==> src/logic/dtb_pkg.sv <==
// =============================================================
// Dual 16-bit timer blocks: shared constants
// =============================================================
package dtb_pkg;
    // =========================================================
    // Structure
    // =========================================================
    localparam int NBLK  = 4;                  // Timer blocks
    localparam int NHALF = 8;                  // 16-bit halves, two per block
    localparam int RDIV_W = 26;                // Width of the clock-tick divider

    // =========================================================
    // Timing
    // =========================================================
    localparam int CLK_PERIOD_NS = 20;         // System clock period
    localparam int RTC_TICK_NS   = 1000000000; // Real-time clock step, one second
    localparam int RTC_TICK_CYC  = RTC_TICK_NS / CLK_PERIOD_NS;

    // =========================================================
    // Register map (byte addresses)
    // =========================================================
    localparam logic [8:0] BLK_STRIDE  = 9'h040; // Distance between blocks
    localparam logic [8:0] HALF_STEP   = 9'h004; // Half B sits one word after A
    localparam logic [5:0] OFF_CFG     = 6'h00;  // Block join / clock mode
    localparam logic [5:0] OFF_CTL     = 6'h04;  // Half control (A), B at +4
    localparam logic [5:0] OFF_LOAD    = 6'h0c;  // Start value / clock match
    localparam logic [5:0] OFF_MATCH   = 6'h14;  // Waveform compare value
    localparam logic [5:0] OFF_PRE     = 6'h1c;  // Prescaler divide value
    localparam logic [5:0] OFF_VAL     = 6'h24;  // Live count, read only
    localparam logic [5:0] OFF_CAP     = 6'h2c;  // Captured count, read only
    localparam logic [8:0] ADDR_STATUS = 9'h100; // Sticky events, read clears
    localparam logic [8:0] ADDR_MASK   = 9'h104; // Interrupt mask

    // =========================================================
    // Fields
    // =========================================================
    localparam int CFG_JOIN  = 0;              // Halves form one 32-bit counter
    localparam int CFG_RTC   = 1;              // Joined counter runs as clock
    localparam int CTL_EN    = 0;              // Counting enable
    localparam int CTL_MODE  = 1;              // Two-bit mode field, low bit
    localparam int CTL_EXT   = 3;              // Count pin events, not clocks
    localparam int CTL_INV   = 4;              // Invert waveform output
    localparam int CTL_ADC   = 5;              // Time-out starts a conversion
    localparam int CTL_FALL  = 6;              // Pin event is the falling edge
    localparam int CTL_W     = 7;              // Control width
    localparam int ST_TMO    = 0;              // Status: time-out of half h
    localparam int ST_CAP    = 1;              // Status: capture of half h

    // =========================================================
    // Modes
    // =========================================================
    localparam logic [1:0] MODE_ONESHOT  = 2'h0;
    localparam logic [1:0] MODE_PERIODIC = 2'h1;
    localparam logic [1:0] MODE_CAPTURE  = 2'h2;
    localparam logic [1:0] MODE_PWM      = 2'h3;

    // =========================================================
    // Reset values
    // =========================================================
    localparam logic [6:0]  CTL_RST   = 7'h00;
    localparam logic [1:0]  CFG_RST   = 2'h0;
    localparam logic [15:0] LOAD_RST  = 16'hffff;
    localparam logic [15:0] MATCH_RST = 16'h0000;
    localparam logic [15:0] CNT_RST   = 16'h0000;
    localparam logic [7:0]  PRE_RST   = 8'h00;
    localparam logic [15:0] MASK_RST  = 16'h0000;
endpackage : dtb_pkg

==> src/logic/dtb_top.sv <==
`timescale 1ns/10ps
module dtb_top #(
    parameter int unsigned RTC_DIV = dtb_pkg::RTC_TICK_CYC // Clocks per clock step
) (
    input  wire logic        clk,              // System clock, 50 MHz
    input  wire logic        rst_b,            // Async reset, active low
    input  wire logic [8:0]  addr,             // Register byte address
    input  wire logic [31:0] wdata,            // Write data
    input  wire logic        wr,               // Write strobe
    input  wire logic        rd,               // Read strobe
    output logic      [31:0] rdata,            // Read data, cycle after rd
    input  wire logic [7:0]  ccp_in,           // Capture/event pins, per half
    output logic      [7:0]  ccp_out,          // Waveform pins, per half
    output logic      [7:0]  ccp_oe,           // Pin drive enable
    output logic             adc_trig,         // Conversion start pulse
    output logic             irq               // Level interrupt
);
    // =========================================================
    // State
    // =========================================================
    typedef struct packed {
        logic [3:0][1:0]  cfg;                 // Per-block join / clock mode
        logic [7:0][6:0]  ctl;                 // Per-half control
        logic [7:0][15:0] load;                // Start values
        logic [7:0][15:0] match;               // Compare values
        logic [7:0][15:0] cnt;                 // Live counts
        logic [7:0][15:0] cap;                 // Captured counts
        logic [7:0][7:0]  pre;                 // Prescaler divide values
        logic [7:0][7:0]  pcnt;                // Prescaler counters
        logic [7:0]       pin_d;               // Pin levels one cycle ago
        logic [7:0]       pwm;                 // Waveform outputs
        logic [dtb_pkg::RDIV_W-1:0] rdiv;      // Clock-step divider
        logic             adc;                 // Conversion start
        logic             irq;                 // Interrupt level
        logic [15:0]      st;                  // Sticky events
        logic [15:0]      mask;                // Interrupt mask
        logic [31:0]      rdata;               // Read data
    } dtb_state_t;

    dtb_state_t  s_reg;                        // Registered state
    dtb_state_t  s_next;                       // Next state
    logic [7:0]  pin_q;                        // Synchronised pins
    logic [7:0]  tick;                         // Half counts this cycle
    logic [7:0]  tmo;                          // Half timed out this cycle
    logic [7:0]  capev;                        // Half captured this cycle
    logic [7:0]  pevt;                         // Selected pin edge seen
    logic        rtc_step;                     // One clock step due

    // Address match of a per-half register
    function automatic logic dtb_hit(input logic [8:0] a, input int h,
                                     input logic [5:0] off);
        dtb_hit = (a == 9'(h / 2) * dtb_pkg::BLK_STRIDE + {3'h0, off}
                        + ((h % 2 == 1) ? dtb_pkg::HALF_STEP : 9'h000));
    endfunction : dtb_hit

    // =========================================================
    // Pin synchroniser
    // =========================================================
    // pin events
    dtb_sync #(
        .W     (8)
    ) u_sync (
        .clk   (clk),
        .rst_b (rst_b),
        .d     (ccp_in),
        .q     (pin_q)
    );

    // =========================================================
    // Next-state logic
    // =========================================================
    // Counting first, then software writes override data fields
    always_comb begin
        logic [31:0] wide;                     // Joined count
        logic [31:0] wload;                    // Joined start / match value
        logic [1:0]  md;                       // Mode of the half
        logic        ext;                      // Half counts pin events
        int          a;                        // Half A index
        int          c;                        // Half B index
        wide     = '0;
        wload    = '0;
        md       = '0;
        ext      = 1'b0;
        a        = 0;
        c        = 0;
        s_next   = s_reg;
        tick     = '0;
        tmo      = '0;
        capev    = '0;
        rtc_step = (s_reg.rdiv == '0);
        // Free-running divider; the clock step is a one-cycle enable
        s_next.rdiv = rtc_step ? dtb_pkg::RDIV_W'(RTC_DIV - 1)
                               : s_reg.rdiv - dtb_pkg::RDIV_W'(1);
        // Edge select per half
        for (int h = 0; h < dtb_pkg::NHALF; h++) begin
            pevt[h] = s_reg.ctl[h][dtb_pkg::CTL_FALL] ? (~pin_q[h] & s_reg.pin_d[h])
                                                      : (pin_q[h] & ~s_reg.pin_d[h]);
        end
        s_next.pin_d = pin_q;
        for (int b = 0; b < dtb_pkg::NBLK; b++) begin
            a = 2 * b;
            c = a + 1;
            if (s_reg.cfg[b][dtb_pkg::CFG_JOIN]) begin
                wide  = {s_reg.cnt[c], s_reg.cnt[a]};
                wload = {s_reg.load[c], s_reg.load[a]};
                md    = s_reg.ctl[a][dtb_pkg::CTL_MODE +: 2];
                if (s_reg.ctl[a][dtb_pkg::CTL_EN]) begin
                    if (s_reg.cfg[b][dtb_pkg::CFG_RTC]) begin
                        // Clock counts up; load pair is the alarm value
                        if (rtc_step) begin
                            wide   = wide + 32'h1;
                            tmo[a] = (wide == wload);
                        end
                    end else begin
                        tick[a] = 1'b1;
                        if (wide == '0) begin
                            tmo[a] = 1'b1;
                            if (md == dtb_pkg::MODE_ONESHOT) begin
                                s_next.ctl[a][dtb_pkg::CTL_EN] = 1'b0;
                            end else begin
                                wide = wload;
                            end
                        end else begin
                            // Borrow from low half into high half
                            wide = wide - 32'h1;
                        end
                    end
                end
                s_next.cnt[c] = wide[31:16];
                s_next.cnt[a] = wide[15:0];
                s_next.pwm[a] = s_reg.ctl[a][dtb_pkg::CTL_INV];
                s_next.pwm[c] = s_reg.ctl[c][dtb_pkg::CTL_INV];
            end else begin
                for (int h = a; h <= c; h++) begin
                    md  = s_reg.ctl[h][dtb_pkg::CTL_MODE +: 2];
                    // pin events replace clocks, not in capture
                    ext = s_reg.ctl[h][dtb_pkg::CTL_EXT] && (md != dtb_pkg::MODE_CAPTURE);
                    if (s_reg.ctl[h][dtb_pkg::CTL_EN]) begin
                        if (ext) begin
                            tick[h] = pevt[h];
                        end else begin
                            tick[h] = (s_reg.pcnt[h] == 8'h00);
                            s_next.pcnt[h] = tick[h] ? s_reg.pre[h]
                                                     : s_reg.pcnt[h] - 8'h01;
                        end
                        if (tick[h]) begin
                            if (s_reg.cnt[h] == 16'h0000) begin
                                // Capture timebase wraps quietly
                                tmo[h] = (md != dtb_pkg::MODE_CAPTURE);
                                if (md == dtb_pkg::MODE_ONESHOT) begin
                                    s_next.ctl[h][dtb_pkg::CTL_EN] = 1'b0;
                                end else begin
                                    s_next.cnt[h] = s_reg.load[h];
                                end
                            end else begin
                                s_next.cnt[h] = s_reg.cnt[h] - 16'h0001;
                            end
                        end
                        if (md == dtb_pkg::MODE_CAPTURE && pevt[h]) begin
                            s_next.cap[h] = s_reg.cnt[h];
                            capev[h]      = 1'b1;
                        end
                    end
                    s_next.pwm[h] = ((md == dtb_pkg::MODE_PWM)
                                     && s_reg.ctl[h][dtb_pkg::CTL_EN]
                                     && (s_reg.cnt[h] >= s_reg.match[h]))
                                    ^ s_reg.ctl[h][dtb_pkg::CTL_INV];
                end
            end
        end
        s_next.adc = 1'b0;
        for (int h = 0; h < dtb_pkg::NHALF; h++) begin
            if (tmo[h] && s_reg.ctl[h][dtb_pkg::CTL_ADC]) begin
                s_next.adc = 1'b1;
            end
        end
        // Software writes, one register per strobe
        if (wr) begin
            for (int h = 0; h < dtb_pkg::NHALF; h++) begin
                if (dtb_hit(addr, h, dtb_pkg::OFF_CTL)) begin
                    s_next.ctl[h] = wdata[dtb_pkg::CTL_W-1:0];
                    // Starting the clock clears its count
                    if (h % 2 == 0 && s_reg.cfg[h/2][dtb_pkg::CFG_RTC]
                        && wdata[dtb_pkg::CTL_EN] && !s_reg.ctl[h][dtb_pkg::CTL_EN]) begin
                        s_next.cnt[h]   = dtb_pkg::CNT_RST;
                        s_next.cnt[h+1] = dtb_pkg::CNT_RST;
                    end
                end
                if (dtb_hit(addr, h, dtb_pkg::OFF_LOAD)) begin
                    s_next.load[h] = wdata[15:0];
                    // In clock mode the load value is only an alarm
                    if (!(s_reg.cfg[h/2][dtb_pkg::CFG_JOIN]
                          && s_reg.cfg[h/2][dtb_pkg::CFG_RTC])) begin
                        s_next.cnt[h] = wdata[15:0];
                    end
                end
                if (dtb_hit(addr, h, dtb_pkg::OFF_MATCH)) begin
                    s_next.match[h] = wdata[15:0];
                end
                if (dtb_hit(addr, h, dtb_pkg::OFF_PRE)) begin
                    s_next.pre[h]  = wdata[7:0];
                    s_next.pcnt[h] = wdata[7:0];
                end
            end
            for (int b = 0; b < dtb_pkg::NBLK; b++) begin
                if (addr == 9'(b) * dtb_pkg::BLK_STRIDE + {3'h0, dtb_pkg::OFF_CFG}) begin
                    s_next.cfg[b] = wdata[1:0];
                end
            end
            if (addr == dtb_pkg::ADDR_MASK) begin
                s_next.mask = wdata[15:0];
            end
        end
        // sticky flags, a new event wins over the read clear
        s_next.st = (rd && addr == dtb_pkg::ADDR_STATUS) ? 16'h0000 : s_reg.st;
        for (int h = 0; h < dtb_pkg::NHALF; h++) begin
            s_next.st[2*h + dtb_pkg::ST_TMO] = s_next.st[2*h + dtb_pkg::ST_TMO] | tmo[h];
            s_next.st[2*h + dtb_pkg::ST_CAP] = s_next.st[2*h + dtb_pkg::ST_CAP] | capev[h];
        end
        // Read data; unmapped addresses read zero
        s_next.rdata = '0;
        if (rd) begin
            for (int h = 0; h < dtb_pkg::NHALF; h++) begin
                if (dtb_hit(addr, h, dtb_pkg::OFF_CTL)) begin
                    s_next.rdata = {25'h0, s_reg.ctl[h]};
                end
                if (dtb_hit(addr, h, dtb_pkg::OFF_LOAD)) begin
                    s_next.rdata = {16'h0, s_reg.load[h]};
                end
                if (dtb_hit(addr, h, dtb_pkg::OFF_MATCH)) begin
                    s_next.rdata = {16'h0, s_reg.match[h]};
                end
                if (dtb_hit(addr, h, dtb_pkg::OFF_PRE)) begin
                    s_next.rdata = {24'h0, s_reg.pre[h]};
                end
                if (dtb_hit(addr, h, dtb_pkg::OFF_VAL)) begin
                    s_next.rdata = {16'h0, s_reg.cnt[h]};
                end
                if (dtb_hit(addr, h, dtb_pkg::OFF_CAP)) begin
                    s_next.rdata = {16'h0, s_reg.cap[h]};
                end
            end
            for (int b = 0; b < dtb_pkg::NBLK; b++) begin
                if (addr == 9'(b) * dtb_pkg::BLK_STRIDE + {3'h0, dtb_pkg::OFF_CFG}) begin
                    s_next.rdata = {30'h0, s_reg.cfg[b]};
                end
            end
            if (addr == dtb_pkg::ADDR_STATUS) begin
                s_next.rdata = {16'h0, s_reg.st};
            end
            if (addr == dtb_pkg::ADDR_MASK) begin
                s_next.rdata = {16'h0, s_reg.mask};
            end
        end
        s_next.irq = |(s_next.st & s_next.mask);
    end

    // =========================================================
    // State register
    // =========================================================
    always_ff @(posedge clk or negedge rst_b) begin
        if (!rst_b) begin
            s_reg       <= '0;
            s_reg.cfg   <= {4{dtb_pkg::CFG_RST}};
            s_reg.ctl   <= {8{dtb_pkg::CTL_RST}};
            s_reg.load  <= {8{dtb_pkg::LOAD_RST}};
            s_reg.match <= {8{dtb_pkg::MATCH_RST}};
            s_reg.cnt   <= {8{dtb_pkg::CNT_RST}};
            s_reg.pre   <= {8{dtb_pkg::PRE_RST}};
            s_reg.pcnt  <= {8{dtb_pkg::PRE_RST}};
            s_reg.mask  <= dtb_pkg::MASK_RST;
        end else begin
            s_reg <= s_next;
        end
    end

    // =========================================================
    // Outputs
    // =========================================================
    always_comb begin
        for (int h = 0; h < dtb_pkg::NHALF; h++) begin
            ccp_oe[h] = (s_reg.ctl[h][dtb_pkg::CTL_MODE +: 2] == dtb_pkg::MODE_PWM)
                        && !s_reg.cfg[h/2][dtb_pkg::CFG_JOIN];
        end
    end
    assign ccp_out  = s_reg.pwm;
    assign adc_trig = s_reg.adc;
    assign irq      = s_reg.irq;
    assign rdata    = s_reg.rdata;

    logic solo0;                               // Half 0 runs alone
    assign solo0 = !s_reg.cfg[0][dtb_pkg::CFG_JOIN] && s_reg.ctl[0][dtb_pkg::CTL_EN];
endmodule : dtb_top

==> src/logic/dtb_sync.sv <==
`timescale 1ns/10ps
// =============================================================
// Two-stage synchroniser for the pin inputs
// =============================================================
module dtb_sync #(
    parameter int W = 8                        // Number of pins
) (
    input  wire logic         clk,             // System clock
    input  wire logic         rst_b,           // Async reset, active low
    input  wire logic [W-1:0] d,               // Asynchronous pin levels
    output logic      [W-1:0] q                // Levels safe to use
);
    logic [W-1:0] meta_reg;                    // First stage, feeds q only

    // Plain two-flop chain; nothing else looks at the first stage
    always_ff @(posedge clk or negedge rst_b) begin
        if (!rst_b) begin
            meta_reg <= '0;
            q        <= '0;
        end else begin
            meta_reg <= d;
            q        <= meta_reg;
        end
    end
endmodule : dtb_sync

==> config.mk <==
export PLATFORM = sky130hd
export DESIGN_NAME = dtb_top
export DESIGN_NICKNAME = d
export VERILOG_FILES = /design/src/logic/dtb_pkg.sv /design/src/logic/dtb_top.sv /design/src/logic/dtb_sync.sv
export SDC_FILE = /design/constraint.sdc
export NUM_CORES = 2
export LEC_CHECK = 0
export BUFFER_PORTS_ARGS = -buffer_cell sky130_fd_sc_hd__buf_4
export CAP_MARGIN = 20
export CORE_ASPECT_RATIO = 0.5
export CORE_UTILIZATION = 32
export CTS_BUF_LIST = sky130_fd_sc_hd__clkbuf_8
export DETAILED_ROUTE_END_ITERATION = 8
export GPL_TIMING_DRIVEN = 0
export PLACE_DENSITY = 0.56
export REMOVE_ABC_BUFFERS = 1
export SLEW_MARGIN = 20
export SYNTH_ARGS = -nofsm -noshare
export SYNTH_HDL_FRONTEND = slang
export SYNTH_SLANG_ARGS = --single-unit
export TNS_END_PERCENT = 1
==> constraint.sdc <==
create_clock -name clk -period 4.4 [get_ports clk]
set_input_delay 0.22 -clock clk [delete_from_list [all_inputs] [get_ports clk]]
set_output_delay 0.22 -clock clk [all_outputs]
set_load 0.05 [all_outputs]
======== After elaboration in Yosys (flattened, before gate mapping) ========
Index checks and enable logic that the tools add are counted.
operators by class
  eq/ne operators ......................... 81
  reduce and logical (&&, ||, !) cells .... 144
  add/subtract/negate cells ............... 25
  shift operators ......................... 0
  divide/modulo/power cells ............... 0
  multipliers ............................. 0
  bitwise logic cells ..................... 61
  multiplexer cells ....................... 365
  $lt $le $gt $ge ......................... 8
operator list
  operator                                            count
  two-way mux 32 bit                                  86
  two-way mux 16 bit                                  71
  two-way mux 434 bit                                 1
  two-way mux 8 bit                                   32
  == test 9 x 8 -> 1 bit, second input constant       26
  two-way mux 1 bit                                   157
  adder 32 x 1 -> 32 bit, second input constant       4
  == test 32 bit                                      4
  greater-or-equal comparator 16 bit                  8
  logical NOT 16 bit                                  8
  logical NOT 32 bit                                  4
  subtractor 16 x 1 -> 16 bit, second input constant  8
  subtractor 32 x 1 -> 32 bit, second input constant  4
  == test 9 x 7 -> 1 bit, second input constant       13
  AND reduction 2 bit                                 36
  logical NOT 8 bit                                   8
  two-way mux 64 bit                                  1
  subtractor 8 x 1 -> 8 bit, second input constant    8
  logical AND 1 bit                                   61
  two-way mux 7 bit                                   8
  == test 9 x 6 -> 1 bit, second input constant       5
  == test 9 x 5 -> 1 bit, second input constant       4
  == test 2 bit, second input constant                16
  logical NOT 26 bit                                  1
  17 further kinds                                    110
storage, ports and cells
  output and inout bits ................... 50
  bits in registers ....................... 828
  bits in latches ......................... 0
  memories kept ........................... 0
  bits in writable memories ............... 0
  memory bits (read-only) ................. 0
  input bits .............................. 53
  logic and storage cells ................. 762

======== Depth between registers and ports, before layout ========
  word-level depth ........................ 56
  depth in mapped cells ................... 15
  gate-level depth less buffers ........... 11

======== Cells and area by module ========
Synthesis repeated with hierarchy kept, for this count alone.
second synthesis, totals
  cell total of the unflattened synthesis .. 7465
  area total of the unflattened synthesis .. 60164.0 um2
modules (own cells, without submodules)
  module    times used  area each (um2)  sequential area each (um2)  cells each
  dtb_top   1           59763.6          20079.3                     7449
  dtb_sync  1           400.4            400.4                       16

======== Worst setup path after synthesis ========
OpenSTA, ideal clock, no wires.
  path kind ............................... flip-flop to flip-flop
  start ................................... reg s_reg[477] in the netlist's numbering
  end ..................................... reg s_reg[490] in the netlist's numbering
  data arrival time ....................... 3.570 ns
  cell stages (with the launch flop) ...... 16
  setup slack ............................. 0.704 ns
  path buffers ............................ 4
  path through ............................ dfrtp_1 clkbuf_1 inv_1 ha_1 or3b_1 or4b_1 clkbuf_1 or4b_1 clkbuf_1 nor4_2 a21oi_1 and2_1 buf_2 a21oi_1 nor2_1 a221o_1
RTL lines
  element                   RTL line        RTL
  start: declaration        dtb_top.sv:40   dtb_state_t s_reg;
  start signal: assignment  dtb_top.sv:273  s_reg <= s_next;

==> impl_metrics.csv <==
group,metric,value,unit
sta,final_hold_viol_count,0,
critical_path,crit_buf_inv,3,
pwr,pwr_density_cell,334,mW/mm2
die,die-area,0.191,mm2
outcome,outcome,"finished, violations left",
critical_path,critPathMaxStageDelay,980,ps
clock_tree,cts_root_buf,"clkbuf_8",
outcome,violations,"negative setup slack",
route,drt_iter0_markers,9314,
min_path,min_path_type,"primary input to flip-flop",
critical_path,cp_slowest_cell,"a211oi_1",
route,wirelength,299000,um
route,route.met3.wl,37800,um
die,num_rows,112,
synth,synth-seq-cells,812,
synth,syn_area_per_cell,8.13,um2
synth,yosys_warnings,0,
final_layout,final_common_cell,"nand2_1",
grt,grt_pass1_vias,58526,
synth,async_reset_ff_share,100,%
sta,setup_tns,-644,ps
pwr,vdd_drop_max,0.000175,V
sta,slew_violations,0,
die,core,0.187,mm2
critical_path,setup.worst_path.end_class,"flip-flop",
place,portBuffers,70,
route,via_per_inst,6.51,
clock_tree,numCtsBuffers,151,
die,initial_core_util,32.4,%
final_layout,largest_register_ffs,770,
grt,antenna_found_initial,14,
route,dr.pass1.iters,9,
synth,yosys.area.top_type,"dfrtp_1",
sta,hold_ws,136,ps
critical_path,arrival,5280,ps
final_layout,drive_gt1_share,16.0,%
critical_path,critical_path.top_delay_family,"compound AO/OA/AOI/OAI gates",
synth,synthTopCellsByArea,"dfrtp_1 28%, mux2_2 7.1%, nand2_1 5.8%",
sta,period_share,103,%
grt,globalRouteOverflowTotal,0,
route,wirelength_met1,119000,um
route,dr_total_vias,63907,
min_path,whs_path_depth,3,
final_layout,final_nets,7389,
route,wl_met2,125000,um
critical_path,path_depth,12,
synth,synth_edf_count,0,
synth,syn_area,0.0606,mm2
grt,grt_use_total,30.1,%
die,pin_count,103,
synth,yosys.area.top_type_share,28.3,%
route,drt_drc_violations_left,0,
grt,grt_pass1_wl,427000,um
sta,final.min_clock_period,4530,ps
grt,grt_max_degree,139,
sta,slew_headroom,13.1,%
sta,worst_slack,-135,ps
route,highest_layer,"met5",
pwr,totalPowerFinal,22.5,mW
clock_tree,clk_path_buf_depth,4,
route,antenna_left,0,
place,place_ws,-1490,ps
sta,fmax,221,MHz
synth,synth.distinct_cells,107,
final_layout,syn2layout_area_growth,11.4,%
clock_tree,clk_pin_slew_worst_paths,60,ps
synth,synthCells,7453,
synth,ys_seq_area_share,33.8,%
critical_path,worst-path-max-fanout,11,
place,dp_hpwl,204000,um
critical_path,start_kind,"primary input",
die,die_h,310,um
place,gp_congestion,0.986,
synth,synth_top_flop_cell,"dfrtp_1",
critical_path,required,5150,ps
final_layout,final_cell_mix,"932 x nand2_1, 656 x dfrtp_1, 635 x o21ai_0",
clock_tree,clk_latency,930,ps
sta,setup_violations,10,
clock_tree,cts_tree,"built",
flow_run,cap_viol_max_count,0,
critical_path,path_cells,"buf_4 -> nor4_2 -> buf_2 -> buf_4 -> nand2_1 -> or3_1 -> a21oi_1 -> o21a_1 -> o21ai_0 -> a211oi_1 -> nor3_1 -> a211oi_1",
sta,worst_clock_skew,89.0,ps
route,avgRoutedWirePerCell,30.5,um
critical_path,r2r_cells,12,
die,die_w,617,um
critical_path,critPathKind,"primary input to flip-flop",
pwr,power.leakage,26.5,nW
clock_tree,cts.htree.levels,4,
clock_tree,clock_sinks,812,
sta,rsz0062_at_grt,"yes",
sta,tightest_slew,1270,ps
-- Yosys cell counts (140+ instances only) --
cell and count:
ha_1 154, dfrtp_1 684, a21oi_1 500, clkbuf_1 559, inv_1 234, o22ai_1 140, nor3_1 235, nor2_1 517
mux2_2 384, nand3_1 216, nand2_1 940, o21ai_0 641, xnor2_1 168
-- tightest hold or removal path, cell delays in order --
cell	delay [ps]
buf_4	390
nand2_1	250
o21ai_0	80
-- worst paths after layout --
check / startpoint / endpoint / slack (ps)
max: addr[1] / rdata[14] / -130
min: wr / s_reg[810] / 140
max in group asynchronous: rst_b / s_reg[357] / 1350
min reg2reg: u_sync.meta_reg[3] / u_sync.q[3] / 350
max reg2reg: s_reg[66] / adc_trig / -100
min in group asynchronous: rst_b / s_reg[382] / 450
-- layout make-up --
cell class | count | area [um2]
antenna | 18 | 45.0
clock buffer | 183 | 2520
clock inverter | 84 | 579
fill | 19532 | 120000
inverter | 240 | 917
multi-input combinational | 5748 | 37400
sequential | 812 | 20500
tap | 2508 | 3140
timing repair buffer | 229 | 2400
-- per-stage QoR --
| step | instance area [um2] | cells | util [%] |
|---|---|---|---|
| floorplan | 57900 | 6799 | - |
| global placement | 61600 | 9377 | 32.9 |
| detailed placement | 63500 | 9488 | 33.9 |
| CTS | 67200 | 9798 | 35.9 |
| global route | 67500 | 9807 | 36.0 |
| finish | 67500 | 9822 | 36.1 |
-- where the power goes --
part           internal, mW  switching, mW
clock network          4.24           3.76
logic                  1.92           2.90
registers              7.93           1.80
total                  14.1           8.46
-- metal layers --
metal	vias to the layer above	GRT usage, %
met5	-	0
met4	12	16.7
met3	996	9.58
met2	4520	44.3
met1	31314	39.1
li1	27065	-
-- cell families after synthesis --
family / count (synthesis) / synth area share [%]
muxes: 429 / 7.90
and+or+nand+nor: 2558 / 20.2
buffers and inverters: 909 / 5.96
DFF: 812 / 33.8
adders and majority gates: 154 / 3.18
xor gates and xnor gates: 265 / 3.90
other: 1 / 0.00619
AOI/OAI and AO/OA: 2325 / 25.1
-- repair_timing --
item / in CTS / in global routing
hold buffers: 38 / 0
gates resized for setup: 46 / 49
setup buffers: 5 / 5
gates cloned: 0 / 1
hold endpoints to repair: 374 / 0
endpoints found under the setup margin: 105 / 97
pin swaps: 3 / 5
Note: power is estimated with default switching activity, not from simulation.
